## config.mk

```make
export PLATFORM = sky130hd
export DESIGN_NAME = host_command_ack_generator
export DESIGN_NICKNAME = d
export VERILOG_FILES = /design/src/host_command_ack_generator.v /design/src/ack_buf2.v
export VERILOG_INCLUDE_DIRS = /design/src
export SDC_FILE = /design/constraint.sdc
export NUM_CORES = 1
export LEC_CHECK = 0
export BUFFER_PORTS_ARGS = -buffer_cell sky130_fd_sc_hd__buf_2
export CORE_ASPECT_RATIO = 0.6
export CORE_MARGIN = 2
export CORE_UTILIZATION = 50
export DETAILED_ROUTE_END_ITERATION = 7
export GPL_TIMING_DRIVEN = 0
export PLACE_DENSITY = 0.76
export SLEW_MARGIN = 10
export SYNTH_ARGS = -nofsm -noshare
export SYNTH_HDL_FRONTEND = slang
export SYNTH_SLANG_ARGS = --single-unit
```

## constraint.sdc

```tcl
create_clock -name clk_sys -period 1.9 [get_ports clk_sys]
set_input_delay 0.19 -clock clk_sys [delete_from_list [all_inputs] [get_ports clk_sys]]
set_output_delay 0.19 -clock clk_sys [all_outputs]
set_load 0.01 [all_outputs]
```

## src/ack_gen_regs.vh

```
// constants for the command acknowledge generator
`ifndef ACK_GEN_REGS_VH
`define ACK_GEN_REGS_VH
`define ACK_CODE        8'h10
`define ACK_SUB_SET     8'h01
`define ACK_SUB_QUERY   8'h02
`define ACK_SUB_SYS     8'h03
`define ACK_SUB_AUTO    8'h04
`define ACK_ALL         8'hff
`define ST_OK           8'h00
`define ST_PREPARSE     8'h01
`define ST_CHECKSUM     8'h02
`define ST_UNKNOWN      8'h03
`define ST_LENGTH       8'h04
`define ST_VALUE        8'h05
`define ST_CONTRA       8'h06
`define ST_FULL         8'h07
`define ST_NODATA       8'h08
`define ST_EXECFAIL     8'h09
`define MAX_STREAM      8'h80
`define CLS_SET         2'h0
`define CLS_QUERY       2'h1
`define CLS_AUTO        2'h2
`define CLS_SYS         2'h3
`define CD_INIT         8'h29
`define CD_TESTCTL      8'h2f
`define CD_FIX          8'h31
`define CD_TIME         8'h32
`define CD_CHSTAT       8'h33
`define CD_TESTDATA     8'h3f
`define CD_DIAG         8'h70
`define SUB_DIAG_TOGGLE 8'h7f
`define LEN_NONIDX      3'h3
`define LEN_IDX         3'h4
`define LEN_SYS         3'h2
`endif

```

## src/host_command_ack_generator.v

```verilog
// acknowledge and error-response generator for the host command parser
//
// Contract
// - one report code for confirm, success, error
// - single successful reply needs no acknowledge
// - failure or series ends with acknowledge
// - last payload byte is parser status
// - status 1 on framing error, 128 limit
// - status 2 checksum, 3 unknown, 4 length
// - status 5 bad value, 6 contradiction unless override
// - status 7 table full, 8 no data
// - three layouts: non-indexed, indexed, system
// - acknowledge sent before protocol switch
// - non-indexed payload code, subcode, status
// - indexed payload four bytes, length enforced
// - test interval controls are set-only
// - test data from subcode 2 and diagnostics output-only
// - diagnostic toggle query and set allowed
// - initialization inputs query and set allowed
// - channel short status indexed, query only
// - fix and time summaries query only
// - query-all gives one acknowledge with 0xff
// - indexed byte 2 index, byte 3 status
// - system acknowledge subcode 3, status 9 fail
//
// one command is described per cmd_valid pulse; output is a byte stream
// with ack_last on the final byte, first byte the report code.
`include "ack_gen_regs.vh"
`default_nettype none
module host_command_ack_generator (
    input  wire        clk_sys,
    input  wire        nrst,
    input  wire        cmd_valid,
    output reg         cmd_ready,
    input  wire [1:0]  cmd_class,
    input  wire [7:0]  cmd_code,
    input  wire [7:0]  cmd_subcode,
    input  wire [7:0]  cmd_index,
    input  wire [2:0]  cmd_len,
    input  wire [7:0]  stream_len,
    input  wire        frame_err,
    input  wire        csum_err,
    input  wire        value_err,
    input  wire        contradicts,
    input  wire        host_override,
    input  wire        table_full,
    input  wire        no_data,
    input  wire        exec_fail,
    input  wire        reply_count_multi,
    input  wire        proto_change,
    output reg         proto_switch,
    output reg  [7:0]  ack_data,
    output reg         ack_valid,
    output reg         ack_last,
    input  wire        ack_ready,
    output reg  [7:0]  last_status
);
    localparam S_IDLE = 2'h0;
    localparam S_SEND = 2'h1;
    localparam S_DONE = 2'h2;

    reg  [1:0]  state_q;
    reg  [1:0]  state_d;
    reg  [7:0]  b_q [0:5];
    reg  [2:0]  n_q;
    reg  [2:0]  pos_q;
    reg         chg_q;
    reg  [7:0]  status;
    reg  [7:0]  sub_out;
    reg         indexed;
    reg         can_q;
    reg         can_s;
    reg         known;
    reg         need_ack;
    reg  [2:0]  want_len;
    wire [8:0]  buf_in;
    wire        buf_in_ready;
    wire [8:0]  buf_out;
    wire        buf_out_valid;
    wire        push;

    // permission table for report codes handled by this parser
    always @* begin
        indexed = 1'b0;
        can_q   = 1'b1;
        can_s   = 1'b1;
        known   = 1'b1;
        if (cmd_class == `CLS_SYS) begin
            known = 1'b1;
        end else if (cmd_code == `CD_INIT) begin
            can_q = 1'b1;
            can_s = 1'b1;
        end else if (cmd_code == `CD_TESTCTL) begin
            known = (cmd_subcode == 8'h02) || (cmd_subcode == 8'h04) ||
                    (cmd_subcode == 8'h06);
            can_q = 1'b0;
        end else if (cmd_code == `CD_FIX || cmd_code == `CD_TIME) begin
            can_s = 1'b0;
        end else if (cmd_code == `CD_CHSTAT) begin
            indexed = 1'b1;
            can_s   = 1'b0;
        end else if (cmd_code == `CD_TESTDATA &&
                     cmd_subcode >= 8'h02) begin
            can_q = 1'b0;
            can_s = 1'b0;
        end else if (cmd_code == `CD_DIAG) begin
            if (cmd_subcode == `SUB_DIAG_TOGGLE) begin
                can_q = 1'b1;
                can_s = 1'b1;
            end else begin
                can_q = 1'b0;
                can_s = 1'b0;
                indexed = (cmd_subcode == 8'h01);
            end
        end else if (cmd_code[7]) begin
            known = 1'b0;
        end
        if (cmd_class == `CLS_SYS) begin
            want_len = `LEN_SYS;
        end else if (indexed) begin
            want_len = `LEN_IDX;
        end else begin
            want_len = `LEN_NONIDX;
        end
    end

    // status priority follows the order of the parse stages
    always @* begin
        if (frame_err || stream_len > `MAX_STREAM) begin
            status = `ST_PREPARSE;
        end else if (csum_err) begin
            status = `ST_CHECKSUM;
        end else if (!known ||
                     (cmd_class == `CLS_QUERY && !can_q) ||
                     (cmd_class == `CLS_SET && !can_s)) begin
            status = `ST_UNKNOWN;
        end else if (cmd_len != want_len) begin
            status = `ST_LENGTH;
        end else if (cmd_class != `CLS_SYS && value_err) begin
            status = `ST_VALUE;
        end else if (cmd_class != `CLS_SYS && contradicts &&
                     !host_override) begin
            status = `ST_CONTRA;
        end else if (cmd_class != `CLS_SYS && table_full) begin
            status = `ST_FULL;
        end else if (cmd_class != `CLS_SYS && no_data) begin
            status = `ST_NODATA;
        end else if (cmd_class == `CLS_SYS && exec_fail) begin
            status = `ST_EXECFAIL;
        end else begin
            status = `ST_OK;
        end
        case (cmd_class)
            `CLS_SET:   sub_out = `ACK_SUB_SET;
            `CLS_QUERY: sub_out = `ACK_SUB_QUERY;
            `CLS_AUTO:  sub_out = `ACK_SUB_AUTO;
            default:    sub_out = `ACK_SUB_SYS;
        endcase
        // a lone good reply stands as its own acknowledge
        need_ack = (cmd_class == `CLS_SET) || (cmd_class == `CLS_SYS) ||
                   (status != `ST_OK) || reply_count_multi ||
                   (cmd_subcode == `ACK_ALL) ||
                   (indexed && cmd_index == `ACK_ALL);
    end

    always @* begin
        state_d = state_q;
        case (state_q)
            S_IDLE: begin
                if (cmd_valid && need_ack) begin
                    state_d = S_SEND;
                end
            end
            S_SEND: begin
                if (push && pos_q == n_q - 3'h1) begin
                    state_d = S_DONE;
                end
            end
            default: begin
                state_d = S_IDLE;
            end
        endcase
    end

    assign push   = (state_q == S_SEND) && buf_in_ready;
    assign buf_in = {pos_q == n_q - 3'h1, b_q[pos_q]};

    always @(posedge clk_sys or negedge nrst) begin
        if (!nrst) begin
            state_q      <= S_IDLE;
            n_q          <= 3'h0;
            pos_q        <= 3'h0;
            chg_q        <= 1'b0;
            cmd_ready    <= 1'b0;
            proto_switch <= 1'b0;
            last_status  <= `ST_OK;
            b_q[0] <= 8'h00;
            b_q[1] <= 8'h00;
            b_q[2] <= 8'h00;
            b_q[3] <= 8'h00;
            b_q[4] <= 8'h00;
            b_q[5] <= 8'h00;
        end else begin
            state_q      <= state_d;
            proto_switch <= 1'b0;
            // one command at a time keeps acknowledges in order
            cmd_ready    <= (state_d == S_IDLE) && !cmd_valid;
            if (state_q == S_IDLE && cmd_valid) begin
                last_status <= status;
                chg_q       <= proto_change && (status == `ST_OK);
                pos_q       <= 3'h0;
                b_q[0] <= `ACK_CODE;
                b_q[1] <= sub_out;
                b_q[2] <= cmd_code;
                if (cmd_class == `CLS_SYS) begin
                    b_q[3] <= status;
                    n_q    <= 3'h4;
                end else if (indexed) begin
                    b_q[3] <= cmd_subcode;
                    b_q[4] <= cmd_index;
                    b_q[5] <= status;
                    n_q    <= 3'h6;
                end else begin
                    b_q[3] <= cmd_subcode;
                    b_q[4] <= status;
                    n_q    <= 3'h5;
                end
                if (!need_ack && proto_change && status == `ST_OK) begin
                    proto_switch <= 1'b1;
                end
            end else if (push) begin
                pos_q <= pos_q + 3'h1;
            end
            // switch only after the last byte left in the old settings
            // a new command taken on the same edge keeps its own flag
            if (ack_valid && ack_ready && ack_last && chg_q) begin
                proto_switch <= 1'b1;
                chg_q        <= (state_q == S_IDLE) && cmd_valid &&
                                proto_change && (status == `ST_OK);
            end
        end
    end

    ack_buf2 u_buf (
        .clk_sys   (clk_sys),
        .nrst      (nrst),
        .in_data   (buf_in),
        .in_valid  (state_q == S_SEND),
        .in_ready  (buf_in_ready),
        .out_data  (buf_out),
        .out_valid (buf_out_valid),
        .out_ready (ack_ready || !ack_valid)
    );

    always @(posedge clk_sys or negedge nrst) begin
        if (!nrst) begin
            ack_data  <= 8'h00;
            ack_valid <= 1'b0;
            ack_last  <= 1'b0;
        end else if (ack_ready || !ack_valid) begin
            ack_data  <= buf_out[7:0];
            ack_last  <= buf_out[8] && buf_out_valid;
            ack_valid <= buf_out_valid;
        end
    end
endmodule // host_command_ack_generator
`default_nettype wire

```

## src/ack_buf2.v

```verilog
// two-entry skid buffer for acknowledge bytes
`default_nettype none
module ack_buf2 (
    input  wire        clk_sys,
    input  wire        nrst,
    input  wire [8:0]  in_data,
    input  wire        in_valid,
    output wire        in_ready,
    output reg  [8:0]  out_data,
    output reg         out_valid,
    input  wire        out_ready
);
    reg [8:0] skid_q;
    reg       skid_full_q;

    // ready depends only on the skid slot, so no combinational path back
    assign in_ready = ~skid_full_q;

    always @(posedge clk_sys or negedge nrst) begin
        if (!nrst) begin
            out_data    <= 9'h000;
            out_valid   <= 1'b0;
            skid_q      <= 9'h000;
            skid_full_q <= 1'b0;
        end else begin
            if (out_ready || !out_valid) begin
                if (skid_full_q) begin
                    out_data    <= skid_q;
                    out_valid   <= 1'b1;
                    skid_full_q <= 1'b0;
                end else begin
                    out_data  <= in_data;
                    out_valid <= in_valid;
                end
            end else if (in_valid && !skid_full_q) begin
                skid_q      <= in_data;
                skid_full_q <= 1'b1;
            end
        end
    end
endmodule // ack_buf2
`default_nettype wire

```

==> reports/qor.yml, run 1 <==
layoutNonFillerInstCount: 625
timing.final.ws_setup_ns: -0.0698
synth_top_family_by_area: "simple AND/OR/NAND/NOR gates"
grt_pass1_vias: 3338
vias_per_cell: 5.75
gp_congestion: 0.900
start_util_pct: 52.8
power.leakage_nw: 2.30
synth_edf_count: 0
critPathMaxStageDelay_ns: 0.56
placed_area_mm2: 0.00444
grt_use_met2_pct: 37.3
area_growth_pct: 24.5
routedWlPerCell_um: 16.3
yosys-top-cells-area: "dfrtp_1 49%, nand2_1 9.3%, mux2i_1 4.3%"
ys_async_sr_fraction_pct: 100
hpwl_um: 7760
clk-insertion-delay-late_ns: 0.34
rsz0062_at_grt: "true"
finalSetupViolCount: 7
grt_use_met3_pct: 7.78
drt_pass1_iterations: 5
slew_viol_final: 0
drive_above_1_share_pct: 26.1
period_share_pct: 104
finalNetCount: 574
hp-start: "cmd_valid"
synthMostInstantiatedCell: "nand2_1"
die-area_mm2: 0.00858
path_common_cell: "a21oi_2"
slowest_stage: "or4b_4"
crit_path_cell_trace: "buf_2, or4b_4, o32ai_4, buf_4, a21oi_2, o21bai_4, a21oi_2, o31ai_1"
antenna_found_initial: 0
avgSynthCellArea_um2: 9.13
postRouteAntennaNets: 0
wl_um: 10200
cp-end-kind: "flip-flop"
drc: 0
diodes: 0
worstPathMaxFanout: 5
ys_seq_area_share_pct: 48.5
synth_simple_gate_area_share_pct: 22.9
ys_ff_latch: 76
dp.cells: 603
grt_util_met1_pct: 36.5
overflow: 0
yosys-top-cells-count: "97 x nand2_1, 76 x dfrtp_1, 35 x nor2_1, 23 x o21ai_0, 20 x a21oi_1"
yosysUniqueCellTypes: 54
final-hold-violation-count: 0
synthAdderAreaFrac_pct: 1.92
slew_headroom_pct: 43.5
vias: 3596
yosysWarnings: 0
synth_top_area_share_pct: 48.5
synth_top_area_cell: "dfrtp_1"
period_needed_ns: 1.97
gr-max-usage-layer: "met2"
port_buffers: 66
nFillCells: 619
htreeDepth: 3
drv_cap: 0
clockRootBuffer: "clkbuf_16"
synth_flop_cell: "dfrtp_1"
violations: "negative setup slack"
cts_tree: "yes"
cts.sinks: 76
cts_buffer_depth: 2
ir_drop_uv: 788
synthMuxAreaShare_pct: 7.22
die_y_um: 72.6
fin_setup_tns_ns: -0.288
core_mm2: 0.00742
fin_area_mm2: 0.00488
cts_made_buffers: 9
netlist_instances: 429
clk_pin_slew_ns: 0.06
drt_iter0_drc: 344
path_class: "in -> reg"
grt_max_degree: 52
crit_start: "cmd_code[1]"
worstMarginPinSlew_ns: 0.845
cp_data_arrival_time_ns: 2.18
gr-usage-all-layers_pct: 25.3
synth_compound_area_share_pct: 14.4
power_density_mw_per_mm2: 1370
netlist_area_mm2: 0.00392
max_freq_mhz: 508
io_pins: 71
min_path_type: "in -> reg"
crit_required_ns: 2.11
timing.rr.start: "n_q[0]"
rows: 24
grt_pass1_wl_um: 16600
synth-xor-area-share_pct: 0.894
dieWidth_um: 118
fin_skew_ns: 0.00710
startpoint_type: "input pin"
status: "finished with violations"
## sequential cells by signal, indices dropped and copies added, names as in the netlist
name               flops
u_buf.skid_q           9
u_buf.skid_full_q      1
state_q                2
cmd_ready              1
u_buf.out_data         9
ack_last               1
u_buf.out_valid        1
pos_q                  3
b_q                   31
proto_switch           1
ack_data               8
ack_valid              1
chg_q                  1
last_status            4
n_q                    3
## final timing paths
path	to	slack, ns	cells past startpoint
min in group asynchronous	b_q[0]	0.30	2
max reg2reg	state_q[0]	-0.01	7
max in group asynchronous	ack_data[6]	1.04	3
max	b_q[1]	-0.07	8
min	cmd_ready	0.05	2
min reg2reg	ack_data[6]	0.46	2
## worst max-delay path, delay by kind of cell
| family | cells | cell delay, ns |
|---|---|---|
| and+or+nand+nor | 1 | 0.56 |
| buffers and inverters | 2 | 0.33 |
| AOI/OAI and AO/OA | 5 | 1.10 |
## stage by stage
step           util (%)  hold slack (ns)  power, W  worst slack [ns]
2_1_floorplan         -           -0.106   0.00420           -0.0259
3_3_place_gp       59.5            0.394   0.00485            -0.349
3_5_place_dp       59.9            0.131   0.00497            -0.374
4_1_cts            63.9           0.0410   0.00661           0.00986
5_1_grt            65.7           0.0554   0.00713            -0.107
6_report           65.7           0.0506   0.00668           -0.0698
## layout make-up
class / instances / area, µm² / area share [%]
Sequential cell: 76 / 1900 / 39.0
Tap cell: 104 / 130 / 2.67
Buffer: 24 / 128 / 2.62
Clock buffer: 13 / 260 / 5.34
Inverter: 11 / 41.3 / 0.847
Clock inverter: 2 / 10.0 / 0.205
Timing Repair Buffer: 74 / 435 / 8.93
Multi-Input combinational cell: 321 / 1970 / 40.4
## power by group
group,switching (W),internal (W),total (W)
Clock,0.000613,0.000943,0.00156
Combinational,0.00141,0.00113,0.00254
Sequential,0.000365,0.00222,0.00258
Total,0.00239,0.00429,0.00668
## layer usage
metal / vias up / share of wire, %
met2: 164 / 43
li1: 1670 / -
met1: 1744 / 46
met3: 18 / 9.7
met4: 0 / 1.2
met5: - / 0
## cells by family after synthesis
family                   count (synthesis)
AO/OA/AOI/OAI                           87
flip-flops                              76
adder cells (fa/ha/maj)                  6
multiplexers                            27
buffers and inverters                   35
XOR/XNOR                                 4
other                                    1
AND/OR/NAND/NOR                        193
## placed cells by master (no fill, tap or decap), types with 8 or more instances in the layout
cell type and instances:
mux2i_1 17, nand2_1 94, o21ai_0 23, nand3_1 8
nor2_1 34, a21oi_1 17, clkbuf_16 9, dfrtp_1 76
buf_4 15, nor3_1 8, clkbuf_1 13, mux2_2 10
inv_1 9, buf_2 65
## repair_timing
item / CTS / global route
pin swaps: 2 / 12
resized for setup: 8 / 23
hold endpoints to repair: 25 / 0
buffers inserted: 1 / 5
hold buffers: 1 / 0
setup endpoints to repair: 17 / 20
Note: power is estimated with default switching activity, not from simulation.
==> run 2, diff against run 1 <==
==> constraint.sdc (replaced) <==
create_clock -name clk_sys -period 1.9 [get_ports clk_sys]
set_input_delay 0.285 -clock clk_sys [delete_from_list [all_inputs] [get_ports clk_sys]]
set_output_delay 0.285 -clock clk_sys [all_outputs]
set_load 0.01 [all_outputs]
==> reports/qor.yml, run 2 (synthesized netlist as in run 1, its figures left out) <==
ir_drop_uv: 654
die-area_mm2: 0.00858
worstPathMaxFanout: 5
cp-end-kind: "flip-flop"
layout_common_cells: "94 x nand2_1, 76 x dfrtp_1, 65 x buf_2"
drt_iter0_drc: 304
gp_congestion: 0.918
period_needed_ns: 2.03
drv_cap: 0
cts_made_buffers: 9
htreeDepth: 3
drc: 0
final-hold-violation-count: 0
vias_per_cell: 5.71
dp.cells: 603
wl_um: 10400
status: "finished with violations"
core_mm2: 0.00742
dieWidth_um: 118
cts_buffer_depth: 2
slew_viol_final: 0
die_y_um: 72.6
overflow: 0
layoutNonFillerInstCount: 629
finalNetCount: 577
grt_max_degree: 43
grt_pass1_vias: 3348
cp_data_arrival_time_ns: 2.22
finalSetupViolCount: 17
period_share_pct: 107
area_growth_pct: 27.5
max_freq_mhz: 493
power.leakage_nw: 2.36
fin_skew_ns: 0.00701
diodes: 0
start_util_pct: 52.8
gr-usage-all-layers_pct: 25.1
vias: 3592
postRouteAntennaNets: 0
fin_area_mm2: 0.00500
whs_ns: 0.137
antenna_found_initial: 0
hpwl_um: 7810
clk-insertion-delay-late_ns: 0.33
min_path_type: "in -> reg"
slew_headroom_pct: 55.5
largestRegisters: "b_q: 31 flops, u_buf.out_data: 9 flops, u_buf.skid_q: 9 flops"
path_class: "in -> reg"
drt_pass1_iterations: 5
power_density_mw_per_mm2: 1340
placed_area_mm2: 0.00443
cts.sinks: 76
largest_reg_flops: 31
violations: "negative setup slack"
crit_required_ns: 2.09
timing.final.ws_setup_ns: -0.129
io_pins: 71
startpoint_type: "input pin"
drive_above_1_share_pct: 29.1
cts_tree: "yes"
clk_pin_slew_ns: 0.06
worstMarginPinSlew_ns: 0.649
power_w: 0.00671
port_buffers: 66
rows: 24
clockRootBuffer: "clkbuf_16"
top_register: "b_q"
mostFrequentLayoutCell: "nand2_1"
routedWlPerCell_um: 16.5
grt_pass1_wl_um: 16500
rsz0062_at_grt: "true"
run 2: per-layer routing:
metal / share of wire, % / global-route usage, % / up-vias / wire [µm]
met5: 0 / 0 / - / 0
met4: 1.3 / 8.43 / 0 / 131
met3: 10 / 7.31 / 13 / 1080
met2: 43 / 36.5 / 170 / 4490
met1: 45 / 36.3 / 1734 / 4660
li1: - / - / 1675 / -
run 2: final timing paths:
check / start / endpoint / slack (ns) / cells after the start
max: cmd_class[0] / b_q[19] / -0.13 / 8
min: cmd_valid / cmd_ready / 0.14 / 2
max reg2reg: n_q[0] / state_q[0] / 0.03 / 7
min reg2reg: ack_data[5] / ack_data[5] / 0.46 / 2
max in group asynchronous: nrst / u_buf.skid_q[7] / 0.86 / 3
min in group asynchronous: nrst / last_status[3] / 0.44 / 2
run 2: final cells by class:
type / instances / area [µm²]
Buffer: 24 / 129
Inverter: 11 / 41.3
Clock inverter: 4 / 23.8
Clock buffer: 12 / 256
Tap cell: 104 / 130
Fill cell: 617 / 2420
Timing Repair Buffer: 77 / 458
Sequential cell: 76 / 1900
Multi-Input combinational cell: 321 / 2060
run 2: where the power goes:
part           leakage, nW  switching (W)  internal [W]  total (W)
registers            0.972       0.000376       0.00222    0.00259
clock network        0.142       0.000631      0.000950    0.00158
logic                 1.24        0.00142       0.00111    0.00253
total                 2.36        0.00242       0.00428    0.00671
run 2: worst max-delay path, stage by stage:
cell and delay [ns]:
buf_8 0.10, ha_4 0.16, or4b_4 0.48, or4_4 0.56, nand4b_1 0.22, nor2_4 0.11, a32oi_1 0.22, o21ai_1 0.08
run 2: timing repair:
item,in CTS,in global routing
setup buffers,4,6
endpoints found under the hold margin,34,0
pin swaps,5,12
setup endpoints to repair,24,24
hold buffers,1,0
gates resized for setup,19,37
run 2: metrics by stage:
step | worst slack (ns) | utilization, % | setup TNS (ns)
after floorplan | -0.121 | - | -0.928
after global placement | -0.455 | 59.4 | -8.35
after detailed placement | -0.484 | 59.7 | -9.16
after CTS | -0.0330 | 64.8 | -0.0692
after global routing | -0.162 | 67.4 | -1.98
final | -0.129 | 67.4 | -1.09
==> run 3, diff against run 2 <==
--- a/config.mk
+++ b/config.mk
@@ -8,7 +8,7 @@
 export LEC_CHECK = 0
 export BUFFER_PORTS_ARGS = -buffer_cell sky130_fd_sc_hd__buf_2
 export CORE_ASPECT_RATIO = 0.6
-export CORE_MARGIN = 2
+export CORE_MARGIN = 4
 export CORE_UTILIZATION = 50
 export DETAILED_ROUTE_END_ITERATION = 7
 export GPL_TIMING_DRIVEN = 0
==> reports/qor.yml, run 3 (synthesized netlist as in run 1, its figures left out) <==
status: "finished with violations"
violations: "negative setup slack"
clk_pin_slew_ns: 0.06
cts_made_buffers: 9
ir_drop_uv: 541
rsz0062_at_grt: "true"
worstMarginPinSlew_ns: 0.813
clk-insertion-delay-late_ns: 0.34
gp_congestion: 0.901
io_pins: 71
drt_pass1_iterations: 4
die_y_um: 76.6
wl_um: 10600
power_density_mw_per_mm2: 1390
min_path_type: "in -> reg"
p_int_w: 0.00440
cp-end-kind: "flip-flop"
cp_data_arrival_time_ns: 2.25
crit_required_ns: 2.14
dieWidth_um: 122
nFillCells: 615
p_comb_share_pct: 36.8
antenna_found_initial: 0
cts_tree: "yes"
cts_buffer_depth: 2
rows: 24
hpwl_um: 7950
top_register: "b_q"
core_mm2: 0.00745
routedWlPerCell_um: 16.9
die-area_mm2: 0.00936
timing.final.ws_setup_ns: -0.109
overflow: 0
finalNetCount: 576
gr-usage-all-layers_pct: 22.9
mostFrequentLayoutCell: "nand2_1"
p_seq_share_pct: 37.8
slew_headroom_pct: 45.7
final-hold-violation-count: 0
largest_reg_flops: 31
fin_skew_ns: 0.00769
regArea_mm2: 0.00190
layoutNonFillerInstCount: 628
largestRegisters: "b_q: 31 flops, u_buf.out_data: 9 flops, u_buf.skid_q: 9 flops"
multiInputGateArea_mm2: 0.00199
slew_viol_final: 0
period_share_pct: 106
vias_per_cell: 5.61
area_growth_pct: 26.0
layout_common_cells: "94 x nand2_1, 76 x dfrtp_1, 66 x buf_2"
cts.sinks: 76
worstPathMaxFanout: 3
grt_max_degree: 45
postRouteAntennaNets: 0
power.leakage_nw: 2.35
diodes: 0
start_util_pct: 52.6
period_needed_ns: 2.01
finalSetupViolCount: 15
clockRootBuffer: "clkbuf_16"
drc: 0
startpoint_type: "input pin"
p_sw_w: 0.00244
swShare_pct: 35.7
drive_above_1_share_pct: 27.5
grt_pass1_wl_um: 16700
port_buffers: 66
clkPwrFrac_pct: 25.4
drt_iter0_drc: 242
vias: 3524
grt_pass1_vias: 3387
power_w: 0.00684
htreeDepth: 3
path_class: "in -> reg"
max_freq_mhz: 498
reg2reg_slack_ns: 0.02
drv_cap: 0
dp.cells: 603
run 3: changes by cell type in the layout (fill, tap and decap cells not counted), moves of 2 or more:
cell | before | now
o31ai_1 | 0 | 5
o31ai_2 | 6 | 1
o21ai_0 | 19 | 22
o21ai_1 | 9 | 6
buf_6 | 2 | 0
clkbuf_1 | 11 | 13
clkbuf_2 | 2 | 0
run 3: path summary, 6_finish.rpt:
kind                              start              end  cells after the start
max                        cmd_class[1]   last_status[1]                      8
max reg2reg                    pos_q[0]  u_buf.skid_q[3]                      5
min in group asynchronous          nrst   last_status[2]                      2
max in group asynchronous          nrst          b_q[29]                      3
min                           cmd_valid        cmd_ready                      2
min reg2reg                 ack_data[3]      ack_data[3]                      2
run 3: critical path, stage by stage:
cell and delay [ns]:
buf_8 0.10, ha_4 0.15, or4b_4 0.51, or4_4 0.57, nand4b_1 0.19, buf_4 0.16, a21oi_2 0.05, o31ai_1 0.22
run 3: through the flow:
step / instance area [µm²] / util, % / hold WS [ns] / TNS, ns / setup slack [ns]
floorplan: 3950 / - / -0.0106 / -0.928 / -0.121
global placement: 4410 / 59.2 / 0.449 / -7.94 / -0.449
detailed placement: 4430 / 59.5 / 0.256 / -9.33 / -0.497
CTS: 4800 / 64.4 / 0.123 / -0.0842 / -0.0240
global route: 4930 / 66.3 / 0.139 / -1.60 / -0.142
finish: 4930 / 66.3 / 0.134 / -0.900 / -0.109
run 3: final cells by class:
| class | instances | share of cell area (%) |
|---|---|---|
| buffer | 24 | 2.51 |
| clock buffer | 12 | 5.20 |
| clock inverter | 4 | 0.963 |
| inverter | 11 | 0.837 |
| multi-input combinational | 321 | 40.3 |
| sequential | 76 | 38.5 |
| tap | 104 | 2.64 |
| timing repair buffer | 76 | 8.98 |
run 3: repair_timing:
| action | 4_1_cts | 5_1_grt |
|---|---|---|
| pin swaps | 7 | 11 |
| gates resized for setup | 13 | 20 |
| setup endpoints to repair | 23 | 18 |
| hold endpoints to repair | 32 | 0 |
| hold buffers | 1 | 0 |
| setup buffers | 2 | 6 |
run 3: power by group through the flow:
| stage | logic [W] | clock network [W] | registers [W] |
|---|---|---|---|
| global route | 0.00278 | 0.00185 | 0.00265 |
| floorplan | 0.00163 | 0 | 0.00257 |
| CTS | 0.00245 | 0.00175 | 0.00257 |
| finish | 0.00252 | 0.00174 | 0.00258 |
| global placement | 0.00228 | 0 | 0.00258 |
| detailed placement | 0.00237 | 0 | 0.00260 |
run 3: per-layer routing:
layer | share of wire [%] | up-vias | track usage, %
met3 | 10 | 17 | 9.72
met1 | 45 | 1688 | 32.6
li1 | - | 1660 | -
met2 | 43 | 159 | 32.2
met4 | 1.5 | 0 | 5.36
met5 | 0 | - | 0
